File: src/design/tcmf_pkg.sv
/*
  tcmf_pkg: constants shared by the conflict monitor fault logic.
  assumes a 40 MHz system clock and a 1 ms timebase tick built from it.
*/
package tcmf_pkg;

  ////////////////////////////////////////////////////////////////////////////
  // sizes
  localparam int NCH = 18;
  localparam int MS_W = 11;
  localparam int NEV = 6;

  ////////////////////////////////////////////////////////////////////////////
  // timebase
  localparam int CLK_PERIOD_NS = 25;
  localparam int TICK_PERIOD_NS = 1_000_000;
  localparam int TICK_CYCLES = TICK_PERIOD_NS / CLK_PERIOD_NS;

  ////////////////////////////////////////////////////////////////////////////
  // fault timings in ms
  localparam logic [MS_W-1:0] RF_ON_MS = 11'h546;
  localparam logic [MS_W-1:0] RF_OFF_MS = 11'h352;
  localparam logic [MS_W-1:0] WD_ON_MS = 11'h3E8;
  localparam logic [MS_W-1:0] WD_OFF_MS = 11'h5DC;
  localparam logic [MS_W-1:0] BO_ON_MS = 11'h190;
  localparam logic [MS_W-1:0] BO_OFF_MS = 11'h064;
  localparam logic [MS_W-1:0] INH_MS = 11'h226;

  ////////////////////////////////////////////////////////////////////////////
  // register offsets
  localparam logic [7:0] ADDR_CTRL = 8'h00;
  localparam logic [7:0] ADDR_RF_EN = 8'h04;
  localparam logic [7:0] ADDR_FAULT = 8'h08;
  localparam logic [7:0] ADDR_CH_CAPT = 8'h0C;
  localparam logic [7:0] ADDR_IRQ_STAT = 8'h10;
  localparam logic [7:0] ADDR_IRQ_MASK = 8'h14;

  ////////////////////////////////////////////////////////////////////////////
  // field positions and reset values
  localparam int CTRL_RESET_BIT = 0;
  localparam int F_CONFLICT = 0;
  localparam int F_REDFAIL = 1;
  localparam int F_WDT = 2;
  localparam int F_CARD = 3;
  localparam int F_CABLE = 4;
  localparam int F_BROWN = 5;
  localparam int FS_INH1 = 6;
  localparam int FS_INH2 = 7;
  localparam int FS_MODE = 8;
  localparam logic [NCH-1:0] RF_EN_RST = 18'h3_FFFF;
  localparam logic [NEV-1:0] IRQ_MASK_RST = 6'h00;

endpackage : tcmf_pkg

File: src/design/tcmf_persist.sv
/*
  tcmf_persist: reports a level only after it has stood for a number of
  1 ms ticks. assumes level_i and tick_i are on clk_i already.
*/
`timescale 1ns/1ps
`default_nettype none
module tcmf_persist #(
  parameter int W = 11
) (
  // clock and reset
  input wire logic clk_i,
  input wire logic rst_i,
  // timing
  input wire logic tick_i,
  input wire logic [W-1:0] limit_i,
  // level in, qualified level out
  input wire logic level_i,
  output logic held_o
);

  logic [W-1:0] cnt_r;

  // any drop restarts the count, so only a continuous level qualifies
  always_ff @(posedge clk_i) begin
    if (rst_i || !level_i) begin
      cnt_r <= '0;
    end else if (tick_i && cnt_r < limit_i) begin
      cnt_r <= cnt_r + 1'b1;
    end
  end

  assign held_o = level_i && (cnt_r >= limit_i);

endmodule : tcmf_persist
`default_nettype wire

File: src/design/tcmf_monitor.sv
/*
  tcmf_monitor: fault supervision of an 18 channel signal conflict monitor,
  with an APB register slave and one level interrupt.
  assumes field, option and cable inputs arrive as qualified digital levels
  from another domain; conflict detection is done outside and reported.
*/
// Implementation choices: the address map and the APB register port.
`timescale 1ns/1ps
`default_nettype none
module tcmf_monitor
  import tcmf_pkg::*;
#(
  parameter int TICK_CYC = tcmf_pkg::TICK_CYCLES
) (
  // clock and reset
  input wire logic clk_i,
  input wire logic rst_i,
  // apb slave
  input wire logic psel_i,
  input wire logic penable_i,
  input wire logic pwrite_i,
  input wire logic [7:0] paddr_i,
  input wire logic [31:0] pwdata_i,
  output logic [31:0] prdata_o,
  output logic pready_o,
  output logic pslverr_o,
  output logic irq_o,
  // field signals per channel
  input wire logic [tcmf_pkg::NCH-1:0] red_i,
  input wire logic [tcmf_pkg::NCH-1:0] yel_i,
  input wire logic [tcmf_pkg::NCH-1:0] grn_i,
  // cabinet inputs
  input wire logic red_enable_i,
  input wire logic red_inhibit1_i,
  input wire logic red_inhibit2_i,
  input wire logic output_relay_common_sense_i,
  input wire logic program_card_present_i,
  input wire logic red_interface_cable_i,
  input wire logic watchdog_i,
  input wire logic low_line_i,
  input wire logic dc_fail_i,
  input wire logic conflict_i,
  input wire logic front_reset_i,
  input wire logic remote_reset_i,
  // option switches and jumpers
  input wire logic orc_polarity_jmp_i,
  input wire logic rf_time_sel_i,
  input wire logic wd_time_sel_i,
  input wire logic brownout_sel_i,
  input wire logic wd_latch_sel_i,
  // indicators and cabinet command
  output logic power_led_o,
  output logic dc_supply_fail_indicator_o,
  output logic watchdog_timeout_fault_o,
  output logic conflict_led_o,
  output logic red_fail_led_o,
  output logic dual_ind_led_o,
  output logic clearance_led_o,
  output logic program_card_absent_indicator_o,
  output logic diag_fail_led_o,
  output logic flash_cmd_o,
  output logic [tcmf_pkg::NCH-1:0] ch_red_o,
  output logic [tcmf_pkg::NCH-1:0] ch_yel_o,
  output logic [tcmf_pkg::NCH-1:0] ch_grn_o
);

  localparam int NS = 3 * NCH + 17;
  localparam int TW = 16;

  ////////////////////////////////////////////////////////////////////////////
  // input synchronisers and 1 ms tick
  logic [NS-1:0] sync1_r, sync2_r;
  logic [TW-1:0] tick_cnt_r;
  logic tick;
  logic [NCH-1:0] red_s, yel_s, grn_s;
  logic ren_s, inh1_s, inh2_s, orc_s, card_s, cable_s, wd_s, low_s;
  logic dcf_s, conf_s, frst_s, rrst_s, pol_s, rfsel_s, wdsel_s, bosel_s, wdl_s;

  always_ff @(posedge clk_i) begin
    if (rst_i) begin
      sync1_r <= '0;
      sync2_r <= '0;
    end else begin
      sync1_r <= {red_i, yel_i, grn_i, red_enable_i, red_inhibit1_i, red_inhibit2_i,
                  output_relay_common_sense_i, program_card_present_i,
                  red_interface_cable_i, watchdog_i, low_line_i, dc_fail_i, conflict_i,
                  front_reset_i, remote_reset_i, orc_polarity_jmp_i, rf_time_sel_i,
                  wd_time_sel_i, brownout_sel_i, wd_latch_sel_i};
      sync2_r <= sync1_r;
    end
  end

  assign {red_s, yel_s, grn_s, ren_s, inh1_s, inh2_s, orc_s, card_s, cable_s, wd_s,
          low_s, dcf_s, conf_s, frst_s, rrst_s, pol_s, rfsel_s, wdsel_s, bosel_s,
          wdl_s} = sync2_r;

  // one tick every millisecond of clk_i
  always_ff @(posedge clk_i) begin
    if (rst_i || tick) begin
      tick_cnt_r <= '0;
    end else begin
      tick_cnt_r <= tick_cnt_r + 1'b1;
    end
  end

  assign tick = (tick_cnt_r == TW'(TICK_CYC - 1));

  ////////////////////////////////////////////////////////////////////////////
  // qualified conditions
  logic inh1_act, inh2_act, orc_act, mon_en, bo_act, wd_to;
  logic wd_prev_r, bo_prev_r;
  logic [NCH-1:0] rf_hit, rf_en_r;
  logic [MS_W-1:0] rf_lim, wd_lim, bo_lim;

  assign rf_lim = rfsel_s ? RF_ON_MS : RF_OFF_MS;
  assign wd_lim = wdsel_s ? WD_ON_MS : WD_OFF_MS;
  assign bo_lim = bosel_s ? BO_ON_MS : BO_OFF_MS;

  // short inhibit pulses never reach the threshold
  tcmf_persist #(.W(MS_W)) u_inh1 (.clk_i(clk_i), .rst_i(rst_i), .tick_i(tick),
    .limit_i(INH_MS), .level_i(inh1_s), .held_o(inh1_act));
  tcmf_persist #(.W(MS_W)) u_inh2 (.clk_i(clk_i), .rst_i(rst_i), .tick_i(tick),
    .limit_i(INH_MS), .level_i(inh2_s), .held_o(inh2_act));
  tcmf_persist #(.W(MS_W)) u_bo (.clk_i(clk_i), .rst_i(rst_i), .tick_i(tick),
    .limit_i(bo_lim), .level_i(low_s), .held_o(bo_act));
  // watchdog timer restarts on every toggle and idles in brown-out
  tcmf_persist #(.W(MS_W)) u_wd (.clk_i(clk_i), .rst_i(rst_i), .tick_i(tick),
    .limit_i(wd_lim), .level_i((wd_s == wd_prev_r) && !bo_act),
    .held_o(wd_to));

  assign orc_act = orc_s ^ pol_s;
  assign mon_en = ren_s && !inh1_act && !inh2_act && !orc_act;

  // absence of any indication on a channel, per channel enable
  for (genvar c = 0; c < NCH; c++) begin : g_rf
    tcmf_persist #(.W(MS_W)) u_rf (.clk_i(clk_i), .rst_i(rst_i), .tick_i(tick),
      .limit_i(rf_lim),
      .level_i(mon_en && rf_en_r[c] && !(red_s[c] || yel_s[c] || grn_s[c])),
      .held_o(rf_hit[c]));
  end

  always_ff @(posedge clk_i) begin
    if (rst_i) begin
      wd_prev_r <= 1'b0;
      bo_prev_r <= 1'b0;
    end else begin
      wd_prev_r <= wd_s;
      bo_prev_r <= bo_act;
    end
  end

  ////////////////////////////////////////////////////////////////////////////
  // latched faults
  logic [4:0] flag_r, fset;
  logic fault_r, rst_cmd, sw_rst_r, bo_rise;
  logic [NCH-1:0] ch_capt_r;

  assign rst_cmd = frst_s || rrst_s || sw_rst_r;
  assign bo_rise = bo_act && !bo_prev_r;
  assign fset[F_CONFLICT] = conf_s;
  assign fset[F_REDFAIL] = |rf_hit;
  assign fset[F_WDT] = wd_to;
  assign fset[F_CARD] = !card_s;
  assign fset[F_CABLE] = !cable_s;

  // a new fault wins over a reset in the same cycle, so a card or cable still
  // missing keeps its fault through any reset
  always_ff @(posedge clk_i) begin
    if (rst_i) begin
      flag_r <= '0;
    end else begin
      flag_r[F_CONFLICT] <= fset[F_CONFLICT] || (flag_r[F_CONFLICT] && !rst_cmd);
      flag_r[F_REDFAIL] <= fset[F_REDFAIL] || (flag_r[F_REDFAIL] && !rst_cmd);
      flag_r[F_CARD] <= fset[F_CARD] || (flag_r[F_CARD] && !rst_cmd);
      flag_r[F_CABLE] <= fset[F_CABLE] || (flag_r[F_CABLE] && !rst_cmd);
      flag_r[F_WDT] <= fset[F_WDT] ||
                       (flag_r[F_WDT] && !rst_cmd && (wdl_s || !bo_rise));
    end
  end

  always_ff @(posedge clk_i) begin
    if (rst_i) begin
      fault_r <= 1'b0;
    end else begin
      fault_r <= |fset || (fault_r && (|flag_r) && !rst_cmd);
    end
  end

  // conflict keeps the channels that were on, red fail the failed ones
  always_ff @(posedge clk_i) begin
    if (rst_i) begin
      ch_capt_r <= '0;
    end else if (rst_cmd && !(|fset)) begin
      ch_capt_r <= '0;
    end else if (!fault_r && fset[F_CONFLICT]) begin
      ch_capt_r <= red_s | yel_s | grn_s;
    end else begin
      ch_capt_r <= ch_capt_r | rf_hit;
    end
  end

  ////////////////////////////////////////////////////////////////////////////
  // indicators; channel status freezes while in fault mode
  always_ff @(posedge clk_i) begin
    if (rst_i) begin
      ch_red_o <= '0;
      ch_yel_o <= '0;
      ch_grn_o <= '0;
    end else if (!fault_r) begin
      ch_red_o <= red_s;
      ch_yel_o <= yel_s;
      ch_grn_o <= grn_s;
    end
  end

  // dual, clearance and self-test checks live elsewhere; dual and clearance lamps held dark, diag lamp shows the cable fault
  always_ff @(posedge clk_i) begin
    if (rst_i) begin
      power_led_o <= 1'b0;
      dc_supply_fail_indicator_o <= 1'b0;
      watchdog_timeout_fault_o <= 1'b0;
      conflict_led_o <= 1'b0;
      red_fail_led_o <= 1'b0;
      dual_ind_led_o <= 1'b0;
      clearance_led_o <= 1'b0;
      program_card_absent_indicator_o <= 1'b0;
      diag_fail_led_o <= 1'b0;
      flash_cmd_o <= 1'b0;
    end else begin
      power_led_o <= !bo_act;
      dc_supply_fail_indicator_o <= dcf_s;
      watchdog_timeout_fault_o <= flag_r[F_WDT];
      conflict_led_o <= flag_r[F_CONFLICT];
      red_fail_led_o <= flag_r[F_REDFAIL];
      program_card_absent_indicator_o <= flag_r[F_CARD];
      diag_fail_led_o <= flag_r[F_CABLE];
      flash_cmd_o <= fault_r || bo_act;
    end
  end

  ////////////////////////////////////////////////////////////////////////////
  // apb slave: one wait state, answer on the second access cycle
  logic acc, wr;
  logic [NEV-1:0] irq_stat_r, irq_mask_r, ev;
  logic [31:0] rd_nxt;
  logic bad_nxt;

  assign acc = psel_i && penable_i && pready_o;
  assign wr = acc && pwrite_i;

  always_comb begin
    rd_nxt = '0;
    bad_nxt = 1'b0;
    unique case (paddr_i)
      ADDR_CTRL: rd_nxt = '0;
      ADDR_RF_EN: rd_nxt[NCH-1:0] = rf_en_r;
      ADDR_FAULT: rd_nxt[FS_MODE:0] = {fault_r, inh2_act, inh1_act, bo_act, flag_r};
      ADDR_CH_CAPT: rd_nxt[NCH-1:0] = ch_capt_r;
      ADDR_IRQ_STAT: rd_nxt[NEV-1:0] = irq_stat_r;
      ADDR_IRQ_MASK: rd_nxt[NEV-1:0] = irq_mask_r;
      default: bad_nxt = 1'b1;
    endcase
  end

  always_ff @(posedge clk_i) begin
    if (rst_i) begin
      pready_o <= 1'b0;
      prdata_o <= '0;
      pslverr_o <= 1'b0;
    end else begin
      pready_o <= psel_i && penable_i && !pready_o;
      prdata_o <= (psel_i && !pwrite_i && !pready_o) ? rd_nxt : '0;
      pslverr_o <= psel_i && penable_i && !pready_o && bad_nxt;
    end
  end

  // software reset command is a one-cycle pulse
  always_ff @(posedge clk_i) begin
    if (rst_i) begin
      sw_rst_r <= 1'b0;
      rf_en_r <= RF_EN_RST;
      irq_mask_r <= IRQ_MASK_RST;
    end else begin
      sw_rst_r <= wr && (paddr_i == ADDR_CTRL) && pwdata_i[CTRL_RESET_BIT];
      if (wr && paddr_i == ADDR_RF_EN) begin
        rf_en_r <= pwdata_i[NCH-1:0];
      end
      if (wr && paddr_i == ADDR_IRQ_MASK) begin
        irq_mask_r <= pwdata_i[NEV-1:0];
      end
    end
  end

  ////////////////////////////////////////////////////////////////////////////
  // interrupts: new faults set, write one clears, set wins
  assign ev = {bo_rise, fset & ~flag_r};

  always_ff @(posedge clk_i) begin
    if (rst_i) begin
      irq_stat_r <= '0;
      irq_o <= 1'b0;
    end else begin
      irq_stat_r <= ev | (irq_stat_r &
                    ~((wr && paddr_i == ADDR_IRQ_STAT) ? pwdata_i[NEV-1:0] : '0));
      irq_o <= |(irq_stat_r & irq_mask_r);
    end
  end
endmodule : tcmf_monitor
`default_nettype wire

File: config.mk
export PLATFORM = sky130hd
export DESIGN_NAME = tcmf_monitor
export DESIGN_NICKNAME = d
export VERILOG_FILES = /design/src/design/tcmf_pkg.sv /design/src/design/tcmf_persist.sv /design/src/design/tcmf_monitor.sv
export SDC_FILE = /design/constraint.sdc
export NUM_CORES = 1
export LEC_CHECK = 0
export ABC_AREA = 1
export BUFFER_PORTS_ARGS = -buffer_cell sky130_fd_sc_hd__buf_2
export CAP_MARGIN = 10
export CELL_PAD_IN_SITES_DETAIL_PLACEMENT = 0
export CELL_PAD_IN_SITES_GLOBAL_PLACEMENT = 2
export CORE_ASPECT_RATIO = 1.25
export CORE_MARGIN = 10
export CORE_UTILIZATION = 29
export CTS_BUF_LIST = sky130_fd_sc_hd__clkbuf_8
export CTS_CLUSTER_DIAMETER = 30
export DETAILED_ROUTE_END_ITERATION = 7
export PLACE_DENSITY = 0.76
export SLEW_MARGIN = 20
export SYNTH_ARGS = -nofsm -noshare
export SYNTH_HDL_FRONTEND = slang
export SYNTH_SLANG_ARGS = --single-unit
File: constraint.sdc
create_clock -name clk_i -period 5.7 [get_ports clk_i]
set_clock_uncertainty 0.05 [all_clocks]
set_input_delay 0.285 -clock clk_i [delete_from_list [all_inputs] [get_ports clk_i]]
set_output_delay 0.285 -clock clk_i [all_outputs]
set_load 0.02 [all_outputs]
Yosys cells after proc, flatten, opt, wreduce, memory -nomap -nowiden
Index checks and enable logic that the tools add are counted.

operators by class
  add/subtract/negate cells = 23
  $lt $le $gt $ge = 44
  equal/unequal tests = 7
  muxes and demuxes = 9
  bitwise logic cells = 11
  reductions and logical operators = 237

operators by type and width
  cell                                                                 count
  adder 11 x 1 -> 11 bit, second input constant                        22
  greater-or-equal comparator 11 bit                                   19
  less-than comparator 11 bit                                          19
  logical AND 1 bit                                                    107
  logical OR 1 bit                                                     69
  OR 18 bit                                                            3
  logical NOT 1 bit                                                    53
  case mux 6 bit (5 select lines)                                      1
  greater-or-equal comparator 11 x 10 -> 1 bit, second input constant  2
  less-than comparator 11 x 10 -> 1 bit, second input constant         2
  2-to-1 mux 11 bit                                                    2
  OR reduction 22 bit                                                  1
  2-to-1 mux 18 bit                                                    1
  case mux 9 bit (2 select lines)                                      1
  OR reduction 18 bit                                                  1
  adder 16 x 1 -> 16 bit, second input constant                        1
  == test 16 bit, second input constant                                1
  == test 8 x 4 -> 1 bit, second input constant                        2
  == test 8 x 5 -> 1 bit, second input constant                        2
  bitwise AND 6 bit                                                    2
  OR reduction 6 bit                                                   2
  greater-or-equal comparator 11 x 9 -> 1 bit                          1
  less-than comparator 11 x 9 -> 1 bit                                 1
  2-to-1 mux 9 bit                                                     1
  14 further kinds                                                     15

word-level totals
  register bits = 554
  input port bits = 116
  output and inout bits = 99
  logic and storage cells = 381

Logic depth before layout (Yosys ltp)
  word-level depth = 13
  mapped depth = 17
  depth with buffers taken out = 16

By module
A second synthesis with hierarchy kept.

second synthesis, totals
  cell total of the unflattened synthesis = 4848
  area, all modules = 32269.7 um2

modules (own cells, without submodules)
  module                           instances  cells each  area each (um2)  sequential area each (um2)
  tcmf_persist (g_rf[0].u_rf ...)  20         159         983.4            220.2
  tcmf_monitor                     1          1362        10685.2          5965.7
  tcmf_persist (u_wd)              1          166         1022.2           220.2
  tcmf_persist (g_rf[17].u_rf)     1          140         893.4            220.2

Worst setup path after synthesis
Ideal clock, no wire load.

  kind = flip-flop to flip-flop
  start = register sync2_r[3]
  end = register ch_capt_r[10]
  setup time = 0.064 ns
  arrival time = 3.662 ns
  data required time = 5.586 ns
  path slack = 1.924 ns
  stages on the path, launching flop included = 18
  buffers on the path = 1
  clock period less this slack = 3.776 ns
  cells stage by stage = dfxtp_1 -> inv_1 -> ha_1 -> nand2_1 -> nor3b_1 -> nand3b_1 -> nand3_1 -> inv_1 -> nand2_1 -> nand4_1 -> nand2_1 -> nor2_1 -> nand2_1 -> nor2_1 -> nand3_1 -> nand2_2 -> buf_4 -> nor2_1

between the ends
  longest elaborated chain between the ends = 7
  elaborated cells on any way between the ends = 43
  those cells by class = 18 x order compare; 2 x mux; 1 x bitwise; 22 x reduce/logical

ends and longest elaborated chain
  element                             RTL line             source
  start, declared                     tcmf_monitor.sv:72   logic [NS-1:0] sync1_r, sync2_r;
  start signal, assigned              tcmf_monitor.sv:89   sync2_r <= sync1_r;
  2-to-1 mux 11 bit *                 tcmf_monitor.sv:115  assign rf_lim = rfsel_s ? RF_ON_MS : RF_OFF_MS;
  greater-or-equal comparator 11 bit  tcmf_persist.sv:32   assign held_o = level_i && (cnt_r >= limit_i);
  logical AND 1 bit                   tcmf_persist.sv:32
  OR reduction 22 bit                 tcmf_monitor.sv:193  end else if (rst_cmd && !(|fset)) begin
  logical NOT 1 bit                   tcmf_monitor.sv:193
  logical AND 1 bit                   tcmf_monitor.sv:193
  OR reduction 2 bit (no line)        n/a
  end signal, assigned                tcmf_monitor.sv:196  ch_capt_r <= red_s | yel_s | grn_s;
  end signal, assigned                tcmf_monitor.sv:198  ch_capt_r <= ch_capt_r | rf_hit;
  end, declared                       tcmf_monitor.sv:156  logic [NCH-1:0] ch_capt_r;

Every way passes the cells marked *; elsewhere a longest branch is shown, timed or not.
A chain may end at the register's enable or synchronous reset.

Worst setup path after layout
  start = register sync2_r[3]
  end = register ch_capt_r[0]

Same word-level chain as after synthesis.

==> results.env <==
INITIAL_UTILIZATION=0.293
CLK_PIN_SLEW_PS=60
CTS_HOLD_REPAIR.BUFFERS=115
FLOORPLAN.DIE.HEIGHT_UM=346
POST-ROUTE-PERIOD-UTIL=0.620
TOTALNEGATIVESETUPSLACK_PS=0
DATA_ARRIVAL_TIME_OF_THE_CRITICAL_PATH_PS=4090
R2R_SETUP_SLK_PS=2170
TRACK_USAGE=0.147
CRITPATHLAUNCHTYPE='flop'
YS_FF_LATCH=540
REPORT.FINAL.HOLD_VIOL_COUNT=0
ROUTE.FINAL.WIRE_LENGTH_UM=72500
YOSYS.CELL_TYPES.COUNT=54
DETAILEDPLACE.WORSTSLACK_PS=1870
FIRST_PASS_ITERS=4
NETLIST_AREA_UM2=24700
TIMING_WORST_SETUP_PATH_TYPE='flop to flop'
GRT_PASS1_WL_UM=115000
OUTCOME='completed'
MAX-CAP-VIOLATIONS=0
DRT_DRC_VIOLATIONS_LEFT=0
TIGHTESTPINTRANSITION_PS=1060
SYNTH-SEQ-AREA-SHARE=0.438
PLACEABLECOREAREA_UM2=84300
ROUTED_WIRE_LENGTH_PER_INSTANCE_UM=15.1
HOLD_END='pslverr_o'
VIA_PER_INST=4.51
DP_HPWL_UM=52200
SYNTH_TOP_FAMILY_BY_AREA='simple AND/OR/NAND/NOR gates'
IO_BUFFERS=184
AREA_CONTRIBUTORS_POST_SYNTH='sky130_fd_sc_hd__dfxtp_1 44%, sky130_fd_sc_hd__nor2_1 8.7%, sky130_fd_sc_hd__inv_1 7.4%'
SYNTH.TOP_CELL.AREA_SHARE=0.438
NUMCLOCKSINKS=540
TIMING.SLEW.HEADROOM=0.288
DRIVE_GT1_FRAC=0.133
MAX_FREQ_GHz=0.283
SYNTH_COMPOUND_AREA_FRAC=0.109
HOLD_START='paddr_i[4]'
DIE_AR_UM2=97200
SYNTHESIS.AREA_PER_INSTANCE_UM2=7.62
YS_DOMINANT_REG_CELL='sky130_fd_sc_hd__dfxtp_1'
FLOORPLAN.ROWS=119
VDD_DROP_MAX_mV=0.200
R2R_CELLS=15
DETAILEDROUTE.FIRSTITERATIONVIOLATIONS=896
PLACE.GP.CONGESTION=0.806
ASYNCSETRESETFLOPFRACSYNTH=0
GRT_PASS1_VIAS=21400
CTS_TREE='done'
SYNTHESIS.INSTANCES=3240
POST-SYNTH-TOP-AREA-CELL='sky130_fd_sc_hd__dfxtp_1'
CLOCK_TREE.HTREE_LEVEL_COUNT=3
CTS_BUFFER_DEPTH=3
SYNTH_EDF_COUNT=0
CTS-BUFFERS-INSERTED=120
GLOBAL_ROUTE_CONGESTION_OVERFLOW_TOTAL=0
SYNTH-XOR-AREA-SHARE=0.0248
WORST_HOLD_PATH.NUM_CELLS=4
FINALHOLDWORSTSLACK_PS=51.9
CTSRESIZECOUNT=0
DESIGN.PORTCOUNT=215
POST_SYNTH_AND_OR_NAND_NOR_AREA_FRACTION=0.270
HOLD_CLASS='input port to flop'
REPORT.FINAL.SLEW_VIOL_COUNT=0
ANTENNA_FOUND_INITIAL=7
TIMING.CRITICAL_PATH.TO_TYPE='flop'
SHARE_OF_SYNTHESIZED_CELL_AREA_IN_FULL_ADDER_HALF_ADDER_AND_MAJORITY_CELLS=0.0649
POST-CTS-SETUP-BUFFERS=0
CTS_ROOT_BUF='sky130_fd_sc_hd__clkbuf_8'
REQUIRED_PS=6260
DIE_WIDTH_UM=281
YOSYS-MUX-AREA-FRACTION=0.00228
GRT_START_MAX_NET_PINS=83
WORSTREG2REGSTART='sync2_r[3]'
SYN2LAYOUT_AREA_GROWTH_PCT=24.8
FINAL_COMMON_CELL='sky130_fd_sc_hd__nor2_1'
YOSYSWARNINGS=0
ANT_NETS=0
FINAL_CELL_MIX='572 x sky130_fd_sc_hd__nor2_1, 538 x sky130_fd_sc_hd__dfxtp_1, 502 x sky130_fd_sc_hd__inv_1'
NETS=3853
POWERDENSITY_nW_PER_UM2=308
GRT_SETUP_UNREPAIRED='no'
FINAL.MIN_CLOCK_PERIOD_PS=3530
CRIT-REG2REG-CAPTURE='ch_capt_r[0]'
TOTAL_LEAKAGE_POWER_nW=13.1
DR_TOTAL_VIAS=21700
FIN_WS_PS=2170
FINALSETUPVIOLCOUNT=0
WORST_SKEW_PAIR.LATE_LATENCY_PS=750
WORSTPATHMAXFANOUT=22
sequential cells by signal, summed over array words and instances, names as in the netlist, 16 cells and up:
| register | count |
|---|---|
| g_rf.u_rf.cnt_r | 198 |
| sync2_r | 71 |
| rf_en_r | 18 |
| tick_cnt_r | 16 |
| ch_grn_o | 18 |
| ch_red_o | 18 |
| ch_yel_o | 18 |
| ch_capt_r | 18 |
| prdata_o | 18 |
| sync1_r | 71 |
kinds of logic (layout without fill, tap and decap cells):
kind of cell | after synthesis | after routing
AND/OR/NAND/NOR | 1431 | 1431
buffers and inverters | 576 | 1030
flip-flops | 540 | 540
AO/OA/AOI/OAI | 489 | 489
adder cells (fa/ha/maj) | 128 | 128
XOR/XNOR | 70 | 70
multiplexers | 5 | 5
other | 1 | 22
worst max-delay path by stage:
stage,slack [ps],cells past startpoint,start,end
2_1_floorplan,1920,17,sync2_r[3],ch_capt_r[10]
3_3_place_gp,1870,8,paddr_i[4],rf_en_r[12]
3_5_place_dp,1870,8,paddr_i[4],rf_en_r[15]
4_1_cts,2160,13,sync2_r[3],ch_capt_r[0]
5_1_grt,1800,15,sync2_r[3],ch_capt_r[9]
6_report,2170,15,sync2_r[3],ch_capt_r[0]
routing by layer:
layer	track usage	routed length, um	vias up
met5	0	54	-
met1	0.178	32100	9848
met4	0.0495	1590	8
li1	-	-	11300
met3	0.0381	4610	109
met2	0.249	34200	424
power breakdown:
group | switching (mW) | internal [mW]
Clock | 1.93 | 3.18
Combinational | 0.295 | 0.168
Sequential | 0.0417 | 3.86
Total | 2.27 | 7.21
cells in the mapped netlist, types with 7 or more instances:
master and n:
sky130_fd_sc_hd__or2_2 11, sky130_fd_sc_hd__ha_1 128, sky130_fd_sc_hd__nor3_1 109, sky130_fd_sc_hd__nor2_2 11, sky130_fd_sc_hd__dfxtp_1 540, sky130_fd_sc_hd__nor2_4 14, sky130_fd_sc_hd__nand3_1 115, sky130_fd_sc_hd__xnor2_1 12
sky130_fd_sc_hd__o211ai_1 23, sky130_fd_sc_hd__a31oi_1 10, sky130_fd_sc_hd__inv_2 7, sky130_fd_sc_hd__nand2_1 389, sky130_fd_sc_hd__o21ai_1 10, sky130_fd_sc_hd__nor3b_1 21, sky130_fd_sc_hd__a21o_1 8, sky130_fd_sc_hd__inv_1 487
sky130_fd_sc_hd__nor2_1 572, sky130_fd_sc_hd__nor4_1 9, sky130_fd_sc_hd__clkbuf_1 51, sky130_fd_sc_hd__and3_1 20, sky130_fd_sc_hd__nand4_1 83, sky130_fd_sc_hd__nand3b_1 24, sky130_fd_sc_hd__xor2_1 58, sky130_fd_sc_hd__buf_4 19
sky130_fd_sc_hd__a211oi_1 21, sky130_fd_sc_hd__o21a_1 16, sky130_fd_sc_hd__a21oi_1 208, sky130_fd_sc_hd__o21ai_0 173, sky130_fd_sc_hd__nand3_2 11
final cells by class:
cell class                 instances  area, um^2
inverter                         495        1860
timing repair buffer             313        2180
clock inverter                    85        1020
fill                            9008       53500
tap                             1089        1360
clock buffer                     137        1890
multi-input combinational       2139       11700
sequential                       540       10800
antenna                            6        15.0
stage by stage:
step | utilization | instance area (um^2) | power, mW | cells
2_1_floorplan | - | 24700 | 4.21 | 3255
3_3_place_gp | 0.317 | 26700 | 4.39 | 4461
3_5_place_dp | 0.317 | 26700 | 4.39 | 4461
4_1_cts | 0.365 | 30800 | 9.65 | 4798
5_1_grt | 0.366 | 30800 | 9.89 | 4802
6_report | 0.366 | 30800 | 9.48 | 4804
critical path: stages, from the launching register on:
cell and delay [ps]:
sky130_fd_sc_hd__dfxtp_2 330, sky130_fd_sc_hd__inv_2 530, sky130_fd_sc_hd__buf_4 370, sky130_fd_sc_hd__ha_1 290
sky130_fd_sc_hd__nand2_1 100, sky130_fd_sc_hd__nor2_1 40, sky130_fd_sc_hd__a211oi_1 260, sky130_fd_sc_hd__nand4_1 160
sky130_fd_sc_hd__nand4_1 170, sky130_fd_sc_hd__nand2_1 70, sky130_fd_sc_hd__nor2_1 190, sky130_fd_sc_hd__nand2_1 110
sky130_fd_sc_hd__nor2_1 150, sky130_fd_sc_hd__nand3_1 100, sky130_fd_sc_hd__nand2_2 360, sky130_fd_sc_hd__nor2_1 90
(Power assumes the default switching activity.)
